===== src/nvm_map.svh =====
// Purpose: Offsets, field positions, reset values and timing figures of the nvm access block
// Assumes: 6-bit I/O address space, 8-bit I/O data
// Notes: Definitions only
`ifndef NVM_MAP_SVH
`define NVM_MAP_SVH

// Register offsets
`define NVM_OFS_SCR0 6'h13
`define NVM_OFS_SCR1 6'h14
`define NVM_OFS_SCR2 6'h15
`define NVM_OFS_CTRL 6'h1C
`define NVM_OFS_DATA 6'h1D
`define NVM_OFS_ADDRL 6'h1E
`define NVM_OFS_ADDRH 6'h1F

// Control register fields
`define NVM_BIT_PM_HI 5
`define NVM_BIT_PM_LO 4
`define NVM_BIT_RIE 3
`define NVM_BIT_MPE 2
`define NVM_BIT_PE 1
`define NVM_BIT_RE 0
`define NVM_CTRL_RSVD 2'h0

// Programming modes
`define NVM_MODE_ATOMIC 2'h0
`define NVM_MODE_ERASE 2'h1
`define NVM_MODE_WRITE 2'h2
`define NVM_MODE_RSVD 2'h3

// Reset values
`define NVM_BYTE_RST 8'h00
`define NVM_CNT_RST 3'h0

// Cycle figures
`define NVM_MPE_WINDOW 3'h4
`define NVM_PROG_STALL 3'h2
`define NVM_READ_STALL 3'h4

// Programming times in microseconds and timing oscillator rate in kHz
`define NVM_T_ATOMIC_US 3400
`define NVM_T_SPLIT_US 1800
`define NVM_OSC_KHZ 8000
`define NVM_KHZ_PER_MHZ 1000

`endif


===== src/nvm_pkg.sv =====
// Purpose: Types shared by the nvm access block
// Assumes: nvm_map.svh holds all numbers except the state encodings
// Notes: State of each module is one packed struct
package nvm_pkg;

  typedef enum logic [1:0] {
    ST_IDLE = 2'b01,
    ST_PROG = 2'b10
  } nvm_state_e;

  typedef struct packed {
    nvm_state_e st;
    logic [7:0] addr;
    logic [7:0] data;
    logic [1:0] mode;
    logic rdyIe;
    logic mpe;
    logic [2:0] mpeCnt;
    logic [2:0] stallCnt;
    logic stall;
    logic irq;
    logic rdPend;
    logic memRd;
    logic memEr;
    logic memWr;
    logic [7:0] ioRd;
  } ctrl_s;

  typedef struct packed {
    logic run;
    logic [15:0] cnt;
    logic done;
  } timer_s;

  typedef struct packed {
    logic [2:0][7:0] regs;
  } scratch_s;

endpackage


===== src/nvm_access_ctrl.sv =====
// Purpose: Data memory access control: read, erase, write, atomic erase-and-write
// Assumes: I/O strobes and oscTick synchronous to mclk; memory answers reads combinationally
// Notes: Address byte keeps its value through reset; busy operations survive reset
`include "nvm_map.svh"

// Notes on behaviour
// - Data byte is store source and read result
// - Mode code picks atomic, erase or write
// - Mode bits frozen while strobe set
// - Reset clears mode unless busy
// - Ready request needs enable and global flag
// - Ready request is level while idle
// - Master enable self-clears after four cycles
// - Strobe starts only inside armed window
// - Strobe reads busy until time elapses
// - Programming start stalls CPU two cycles
// - Read strobe fetches byte at once
// - Read stalls CPU four cycles
// - Busy refuses reads and address changes
// - Control bits seven, six read zero
// - Three scratch bytes, reset zero
// - Programming timed by oscillator ticks
// - Address undefined until software loads
module nvm_access_ctrl import nvm_pkg::*; #(
  parameter int TICK_W = 16,
  parameter int ATOMIC_TICKS = `NVM_T_ATOMIC_US * `NVM_OSC_KHZ / `NVM_KHZ_PER_MHZ,
  parameter int SPLIT_TICKS = `NVM_T_SPLIT_US * `NVM_OSC_KHZ / `NVM_KHZ_PER_MHZ
) (
  // Clock and reset
  input wire logic mclk,
  input wire logic srst,
  // CPU I/O access
  input wire logic [5:0] ioAddr,
  input wire logic ioWrEn,
  input wire logic ioRdEn,
  input wire logic [7:0] ioWrData,
  output logic [7:0] ioRdData,
  // CPU status and control
  input wire logic gieFlag,
  output logic cpuStall,
  output logic irqReq,
  // Timing oscillator
  input wire logic oscTick,
  // Storage array
  output logic [7:0] memAddr,
  output logic [7:0] memWrData,
  output logic memRead,
  output logic memErase,
  output logic memWrite,
  input wire logic [7:0] memRdData
);

  ctrl_s state_q;
  ctrl_s state_d;

  logic ctrlWr;
  logic busy;
  logic startProg;
  logic startRead;
  logic [1:0] modeSel;
  logic progDone;
  logic timerRst;
  logic [TICK_W-1:0] progTicks;
  logic [7:0] scrRd;
  logic scrHit;

  assign ctrlWr = ioWrEn && (ioAddr == `NVM_OFS_CTRL);
  assign busy = (state_q.st == ST_PROG);

  // mode taken from write only when idle
  assign modeSel = (ctrlWr && !busy) ? ioWrData[`NVM_BIT_PM_HI:`NVM_BIT_PM_LO] : state_q.mode;

  assign startProg = !srst && ctrlWr && ioWrData[`NVM_BIT_PE] && state_q.mpe && !busy &&
                     (modeSel != `NVM_MODE_RSVD);

  assign startRead = !srst && ctrlWr && ioWrData[`NVM_BIT_RE] && !busy;

  assign progTicks = (modeSel == `NVM_MODE_ATOMIC) ? TICK_W'(ATOMIC_TICKS) : TICK_W'(SPLIT_TICKS);

  // Timer keeps running through a reset taken mid-operation
  assign timerRst = srst && !busy;

  nvm_prog_timer #(
    .TICK_W(TICK_W)
  ) i_nvm_prog_timer (
    .mclk(mclk),
    .srst(timerRst),
    .oscTick(oscTick),
    .start(startProg),
    .ticks(progTicks),
    .done(progDone)
  );

  nvm_scratch_regs i_nvm_scratch_regs (
    .mclk(mclk),
    .srst(srst),
    .ioAddr(ioAddr),
    .ioWrEn(ioWrEn),
    .ioWrData(ioWrData),
    .rdData(scrRd),
    .hit(scrHit)
  );

  always_comb begin
    state_d = state_q;
    state_d.memRd = 1'b0;
    state_d.rdPend = 1'b0;

    if (state_q.mpeCnt != `NVM_CNT_RST) begin
      state_d.mpeCnt = state_q.mpeCnt - 3'h1;
      if (state_q.mpeCnt == 3'h1) begin
        state_d.mpe = 1'b0;
      end
    end

    if (state_q.stallCnt != `NVM_CNT_RST) begin
      state_d.stallCnt = state_q.stallCnt - 3'h1;
    end

    case (state_q.st)
      ST_IDLE: begin
        if (startProg) begin
          state_d.st = ST_PROG;
          state_d.memEr = (modeSel != `NVM_MODE_WRITE);
          state_d.memWr = (modeSel != `NVM_MODE_ERASE);
        end
      end
      ST_PROG: begin
        if (progDone) begin
          state_d.st = ST_IDLE;
          state_d.memEr = 1'b0;
          state_d.memWr = 1'b0;
        end
      end
      default: begin
        state_d.st = ST_IDLE;
      end
    endcase

    if (ctrlWr) begin
      state_d.mode = modeSel;
      state_d.rdyIe = ioWrData[`NVM_BIT_RIE];
      if (ioWrData[`NVM_BIT_MPE]) begin
        state_d.mpe = 1'b1;
        state_d.mpeCnt = `NVM_MPE_WINDOW;
      end else begin
        state_d.mpe = 1'b0;
        state_d.mpeCnt = `NVM_CNT_RST;
      end
    end

    if (startProg) begin
      state_d.stallCnt = `NVM_PROG_STALL;
    end

    if (startRead) begin
      state_d.memRd = 1'b1;
      state_d.rdPend = 1'b1;
      state_d.stallCnt = `NVM_READ_STALL;
    end

    if (ioWrEn && (ioAddr == `NVM_OFS_DATA)) begin
      state_d.data = ioWrData;
    end
    // fetched byte lands in data byte
    if (state_q.rdPend) begin
      state_d.data = memRdData;
    end

    if (ioWrEn && (ioAddr == `NVM_OFS_ADDRL) && !busy) begin
      state_d.addr = ioWrData;
    end

    // Read data registered; unmapped offsets read zero
    if (ioRdEn) begin
      if (scrHit) begin
        state_d.ioRd = scrRd;
      end else if (ioAddr == `NVM_OFS_CTRL) begin
        state_d.ioRd = {`NVM_CTRL_RSVD, state_q.mode, state_q.rdyIe, state_q.mpe, busy, 1'b0};
      end else if (ioAddr == `NVM_OFS_DATA) begin
        state_d.ioRd = state_q.data;
      end else if (ioAddr == `NVM_OFS_ADDRL) begin
        state_d.ioRd = state_q.addr;
      end else begin
        state_d.ioRd = `NVM_BYTE_RST;
      end
    end

    if (srst) begin
      state_d.mpe = 1'b0;
      state_d.mpeCnt = `NVM_CNT_RST;
      state_d.stallCnt = `NVM_CNT_RST;
      state_d.rdyIe = 1'b0;
      state_d.rdPend = 1'b0;
      state_d.memRd = 1'b0;
      state_d.ioRd = `NVM_BYTE_RST;
      state_d.data = `NVM_BYTE_RST;
      // reset spares a running operation
      // Unknown power-up state falls into the clearing branch
      if (busy) begin
        state_d.data = state_q.data;
      end else begin
        state_d.st = ST_IDLE;
        state_d.mode = `NVM_MODE_ATOMIC;
        state_d.memEr = 1'b0;
        state_d.memWr = 1'b0;
      end
    end

    state_d.stall = (state_d.stallCnt != `NVM_CNT_RST);
    // gated by enable and global flag
    state_d.irq = state_d.rdyIe && gieFlag && (state_d.st == ST_IDLE);
  end

  always_ff @(posedge mclk) begin
    state_q <= state_d;
  end

  assign ioRdData = state_q.ioRd;
  assign cpuStall = state_q.stall;
  assign irqReq = state_q.irq;
  assign memAddr = state_q.addr;
  assign memWrData = state_q.data;
  assign memRead = state_q.memRd;
  assign memErase = state_q.memEr;
  assign memWrite = state_q.memWr;
endmodule // nvm_access_ctrl


===== src/nvm_prog_timer.sv =====
// Purpose: Times a programming operation in timing oscillator ticks
// Assumes: oscTick is a one-cycle pulse synchronous to mclk
// Notes: done is a one-cycle pulse after the loaded tick count
`include "nvm_map.svh"

module nvm_prog_timer import nvm_pkg::*; #(
  parameter int TICK_W = 16
) (
  // Clock and reset
  input wire logic mclk,
  input wire logic srst,
  // Control
  input wire logic oscTick,
  input wire logic start,
  input wire logic [TICK_W-1:0] ticks,
  output logic done
);

  timer_s tmr_q;
  timer_s tmr_d;

  always_comb begin
    tmr_d = tmr_q;
    tmr_d.done = 1'b0;
    if (srst) begin
      tmr_d.run = 1'b0;
      tmr_d.cnt = '0;
    end else if (start) begin
      tmr_d.run = 1'b1;
      tmr_d.cnt = ticks;
    end else if (tmr_q.run && oscTick) begin
      // Last tick ends the operation
      if (tmr_q.cnt <= 16'h0001) begin
        tmr_d.run = 1'b0;
        tmr_d.cnt = '0;
        tmr_d.done = 1'b1;
      end else begin
        tmr_d.cnt = tmr_q.cnt - 16'h0001;
      end
    end
  end

  always_ff @(posedge mclk) begin
    tmr_q <= tmr_d;
  end

  assign done = tmr_q.done;

endmodule // nvm_prog_timer


===== src/nvm_scratch_regs.sv =====
// Purpose: Three general-purpose scratch bytes
// Assumes: Writes are single-cycle strobes
// Notes: Read data is combinational; the parent registers it
`include "nvm_map.svh"

module nvm_scratch_regs import nvm_pkg::*; (
  // Clock and reset
  input wire logic mclk,
  input wire logic srst,
  // I/O access
  input wire logic [5:0] ioAddr,
  input wire logic ioWrEn,
  input wire logic [7:0] ioWrData,
  output logic [7:0] rdData,
  output logic hit
);

  localparam logic [2:0][5:0] OFS = {`NVM_OFS_SCR2, `NVM_OFS_SCR1, `NVM_OFS_SCR0};

  scratch_s scr_q;
  scratch_s scr_d;
  logic [2:0] sel;
  logic [2:0][7:0] masked;

  genvar gi;
  generate
    for (gi = 0; gi < 3; gi++) begin : g_sel
      assign sel[gi] = (ioAddr == OFS[gi]);
      assign masked[gi] = sel[gi] ? scr_q.regs[gi] : `NVM_BYTE_RST;
    end
  endgenerate

  always_comb begin
    scr_d = scr_q;
    for (int i = 0; i < 3; i++) begin
      if (srst) begin
        scr_d.regs[i] = `NVM_BYTE_RST;
      end else if (ioWrEn && sel[i]) begin
        scr_d.regs[i] = ioWrData;
      end
    end
  end

  always_ff @(posedge mclk) begin
    scr_q <= scr_d;
  end

  assign rdData = masked[0] | masked[1] | masked[2];
  assign hit = |sel;

endmodule // nvm_scratch_regs


===== config.mk =====
export PLATFORM = sky130hd
export DESIGN_NAME = nvm_access_ctrl
export DESIGN_NICKNAME = d
export VERILOG_FILES = /design/src/nvm_pkg.sv /design/src/nvm_access_ctrl.sv /design/src/nvm_prog_timer.sv /design/src/nvm_scratch_regs.sv
export VERILOG_INCLUDE_DIRS = /design/src
export SDC_FILE = /design/constraint.sdc
export NUM_CORES = 1
export LEC_CHECK = 0
export BUFFER_PORTS_ARGS = -buffer_cell sky130_fd_sc_hd__buf_2
export CORE_MARGIN = 4
export CORE_UTILIZATION = 40
export CTS_CLUSTER_SIZE = 40
export DETAILED_ROUTE_END_ITERATION = 7
export HOLD_SLACK_MARGIN = 0.12
export PLACE_DENSITY = 0.6
export SYNTH_ARGS = -nofsm -noshare
export SYNTH_HDL_FRONTEND = slang
export SYNTH_SLANG_ARGS = --single-unit
export TNS_END_PERCENT = 10

===== constraint.sdc =====
create_clock -name mclk -period 5.1 [get_ports mclk]
set_input_delay 0 -clock mclk [delete_from_list [all_inputs] [get_ports mclk]]
set_output_delay 0 -clock mclk [all_outputs]
set_load 0.05 [all_outputs]

# Yosys cells after proc, flatten, opt, wreduce, memory -nomap -nowiden

Index checks and enable logic that the tools add are counted.

Register bits: 84
Input port bits: 28
Output and inout bits: 29
Logic and storage cells: 115

Add/subtract/negate cells: 3
Order comparisons: 1
Eq/ne operators: 14
Muxes and demuxes: 38
Bitwise operators: 3
Reduce and logical (&&, ||, !) cells: 35

Operators with widths:

| kind                  | count |
|---|---|
| $mux 8                | 11 |
| $eq 6x5->1 const B    | 6 |
| $mux 18               | 2 |
| $mux 2                | 10 |
| $logic_and 1x1->1     | 19 |
| $mux 17               | 1 |
| $le 16x1->1 const B   | 1 |
| $mux 16               | 1 |
| $or 8x8->8            | 2 |
| $sub 16x1->16 const B | 1 |
| $mux 15               | 1 |
| $reduce_bool 3->1     | 4 |
| $mux 10               | 1 |
| $mux 3                | 3 |
| $mux 4                | 2 |
| $pmux 2 s2            | 2 |
| $reduce_bool 2->1     | 4 |
| $mux 7                | 1 |
| $ne 2x2->1 const B    | 3 |
| $reduce_and 2->1      | 3 |
| $reduce_or 3->1       | 2 |
| $sub 3x1->3 const B   | 2 |
| $eq 2x1->1 const B    | 2 |
| $eq 3x1->1 const B    | 1 |
| 6 further kinds       | 9 |

# Longest topological paths before layout

Depth after elaboration: 13
Gate-level depth with buffers: 8
Depth with buffers taken out: 7

# Modules after synthesis

Synthesis repeated with hierarchy kept, for this count alone.

Cell total of the unflattened synthesis: 499
Area, all modules: 4715.8 µm²

Modules (own cells, without submodules):

| module           | instances | cells an instance | area each (µm²) | sequential area each (µm²) |
|---|---|---|---|---|
| nvm_access_ctrl  | 1         | 230               | 2314.7          | 980.9 |
| nvm_scratch_regs | 1         | 117               | 1201.2          | 480.5 |
| nvm_prog_timer   | 1         | 152               | 1199.9          | 360.3 |

# Worst setup path before layout

Ideal clock, no wire load.

Path kind: register -> register
Start point: reg state_q[11] (netlist bit)
End point: reg state_q, in the netlist memWrData[0] (enable)
Setup time: 384 ps
Arrival time: 1764 ps
Required time: 4716 ps
Slack: 2952 ps
Cell stages (with the launch flop): 4
Path buffers: 1
Period minus slack after synthesis: 2148 ps
Cells stage by stage: dfxtp_1 -> clkbuf_1 -> a31oi_1 -> o21ai_0

Longest elaborated chain between the ends: 2

Ends and longest elaborated chain:

| what                               | line                   | RTL |
|---|---|---|
| start: declaration                 | nvm_access_ctrl.sv:53  | `ctrl_s state_q;` |
| start signal: assignment           | nvm_access_ctrl.sv:216 | `state_q <= state_d;` |
| $reduce_bool 3->1 (no source line) | --                     |  |
| $reduce_and 2->1 (no source line)  | --                     |  |

Every way passes these cells.
A chain may end at the register's enable or synchronous reset.

==> results.json <==
{
  "utilization_pct": 47.6,
  "cts_sinks": 83,
  "tns_ns": 0,
  "synthArstFlopShare_pct": 0,
  "synthToLayoutAreaGrowth_pct": 14.4,
  "hold_slack_ns": 0.261,
  "finClkSkew_ns": 0.0101,
  "antenna_left": 0,
  "grt_pass1_vias": 3249,
  "slowest_stage": "a2111oi_2",
  "hold_viol": 0,
  "synth-main-ff-cell": "dfxtp_1",
  "path_buf_inv": 1,
  "synth_seq_area_share_pct": 44.4,
  "maxCapViolCount": 0,
  "cp_top_family": "simple AND/OR/NAND/NOR gates",
  "path_cells": "inv_1 -> ha_1 -> and4bb_2 -> nand4_1 -> nand2b_1 -> a2111oi_2 -> and4b_1",
  "n_fill_cell": 960,
  "coreArea_um2": 9860,
  "ioPinCount": 57,
  "die_width_um": 109,
  "crit_required_ns": 5.34,
  "hpwl_um": 7340,
  "cts-root-buf": "clkbuf_8",
  "slew_violations": 0,
  "synth_top_area_cell": "dfxtp_1",
  "die-height_um": 109,
  "htreeDepth": 3,
  "rsz0062_at_grt": "no",
  "clock_path_buffers": 2,
  "die-area_um2": 11900,
  "num_rows": 36,
  "initial_core_util_pct": 41.6,
  "ir_drop_mv": 0.126,
  "cts-resized-gates": 0,
  "tritoncts": "yes",
  "ys_warn_count": 0,
  "slowest_delay_ns": 0.42,
  "critPathKind": "reg2reg",
  "cp_max_fo": 10,
  "synth.most_common_cell": "dfxtp_1",
  "cts_made_buffers": 9,
  "outcome": "completed",
  "grt_max_degree": 59,
  "start_kind": "flop",
  "layout-drive-gt1-share_pct": 16.2,
  "dr.pass1.iters": 5,
  "track_usage_pct": 18.3,
  "synth_edf_count": 16,
  "worstHoldPathType": "in2reg",
  "fmax_ghz": 0.421,
  "setup_viol": 0,
  "synth_common_cells": "67 x dfxtp_1, 51 x nor2_1, 42 x nand2_1",
  "antenna_cells": 0,
  "crit_path_end_kind": "flop",
  "antenna_found_initial": 0,
  "wl_per_cell_um": 16.3,
  "portBuffers": 56,
  "drc": 0,
  "timing.max_slew.rel_slack_pct": 13.8,
  "finalCritPeriodShare_pct": 46.6,
  "overflow": 0,
  "ys_ff_latch": 83,
  "viasPerCell": 5.43,
  "p_leak_uw": 0.00184,
  "avgSynthCellArea_um2": 8.94,
  "synth_area_leaders": "dfxtp_1 33%, edfxtp_1 12%, mux2i_1 5.9%, nor2_1 4.7%, a21oi_1 4.4%",
  "drt_wl_total_um": 10500,
  "synth_top_area_share_pct": 32.7,
  "p_per_area_nw_per_um2": 306,
  "final_net_count": 539,
  "clock_latency_ns": 0.35,
  "grt_pass1_wl_um": 16800,
  "first_iter_violations": 178,
  "dr_total_vias": 3474,
  "synth_cell_types": 56,
  "syn_inst": 459,
  "syn_area_um2": 4110,
  "path_clk_slew_ns": 0.08,
  "tightest_slew_ns": 1.28,
  "gp_congestion": 0.784,
  "post-cts-setup-buffers": 0,
  "crit_arrival_ns": 2.61,
  "fin_crit_ns": 2.38,
  "reg2reg_slack_ns": 2.72,
  "syn-num-nets": 496
}
[layer usage]
metal  vias up  global-route usage [%]  wire, µm
met5         -                       0         0
met3        16                    3.76       722
met4         0                    5.16       176
met2        98                    29.8      4810
li1       1712                       -         -
met1      1648                    24.6      4750
[worst reg2reg max path: stages (launching register included)]
cell	delay [ns]
dfxtp_1	0.36
inv_1	0.07
ha_1	0.31
and4bb_2	0.35
nand4_1	0.20
nand2b_1	0.33
a2111oi_2	0.42
and4b_1	0.24
[layout make-up]
cell class | instances | area [µm²] | area share [%]
timing repair buffer | 78 | 500 | 10.7
inverter | 16 | 60.1 | 1.28
sequential | 83 | 1820 | 38.8
clock buffer | 12 | 166 | 3.54
tap | 133 | 166 | 3.54
multi-input combinational | 314 | 1960 | 41.7
clock inverter | 4 | 22.5 | 0.480
[sequential cells by signal, indices dropped and copies added (netlist names)]
register	count
i_nvm_scratch_regs.scr_q	24
memWrite	1
state_q	13
memErase	1
memAddr	8
irqReq	1
i_nvm_prog_timer.done	1
i_nvm_prog_timer.tmr_q	17
cpuStall	1
ioRdData	8
memWrData	8
[cell usage in the layout, fill, tap and decap left out, types with 3 or more instances in the layout]
cell / Yosys / layout
o32a_1: 3 / 3
a31oi_1: 3 / 3
o22ai_1: 3 / 3
edfxtp_1: 16 / 16
a221oi_1: 6 / 6
nand2_1: 42 / 42
nand2b_1: 6 / 6
buf_2: 2 / 56
xnor2_1: 4 / 4
nor2b_1: 8 / 8
o21ai_0: 18 / 18
a2bb2oi_1: 3 / 3
a22o_1: 8 / 8
clkbuf_8: 0 / 10
mux2i_1: 24 / 24
a21oi_1: 36 / 36
a41oi_1: 3 / 3
a22oi_1: 4 / 4
nor2_1: 51 / 51
inv_1: 16 / 16
nand3_1: 21 / 21
nor3_1: 9 / 9
clkinv_2: 0 / 3
and3_1: 4 / 4
dlygate4sd3_1: 0 / 22
ha_1: 9 / 9
a211oi_1: 8 / 8
dfxtp_1: 67 / 67
[where the power goes]
group          switching [µW]  internal (µW)
registers                21.1            701
logic                     159            106
clock network             232            218
total                     412           1020
[worst paths after layout]
kind | cells past startpoint | startpoint | endpoint
worst min-delay path | 4 | ioAddr[0] | state_q[19]
worst max-delay path | 7 | state_q[40] | irqReq
worst min register to register | 2 | i_nvm_scratch_regs.scr_q[7] | i_nvm_scratch_regs.scr_q[7]
worst max register to register | 7 | state_q[40] | irqReq
[kinds of logic after synthesis]
family / after synthesis / share of synthesized area [%]
compound gates: 110 / 17.8
simple gates: 164 / 19.7
flops: 83 / 44.4
mux: 25 / 6.13
xor+xnor: 6 / 1.28
buf+inv: 62 / 7.92
fa+ha+maj: 9 / 2.74
[through the flow]
step | cells | cell area (µm²) | power (µW) | setup slack (ns)
final | 640 | 4700 | 1440 | 2.72
after global routing | 640 | 4700 | 1520 | 2.58
after CTS | 640 | 4700 | 1460 | 2.73
after detailed placement | 602 | 4290 | 992 | 2.77
after global placement | 602 | 4290 | 984 | 2.82
after floorplan | 459 | 4110 | 933 | 2.95
[timing repair]
action                     4_1_cts  5_1_grt
hold endpoints to repair        55        0
hold buffers                    22        0
setup endpoints to repair        0        0
No activity file was read; power rests on OpenSTA's default activity.
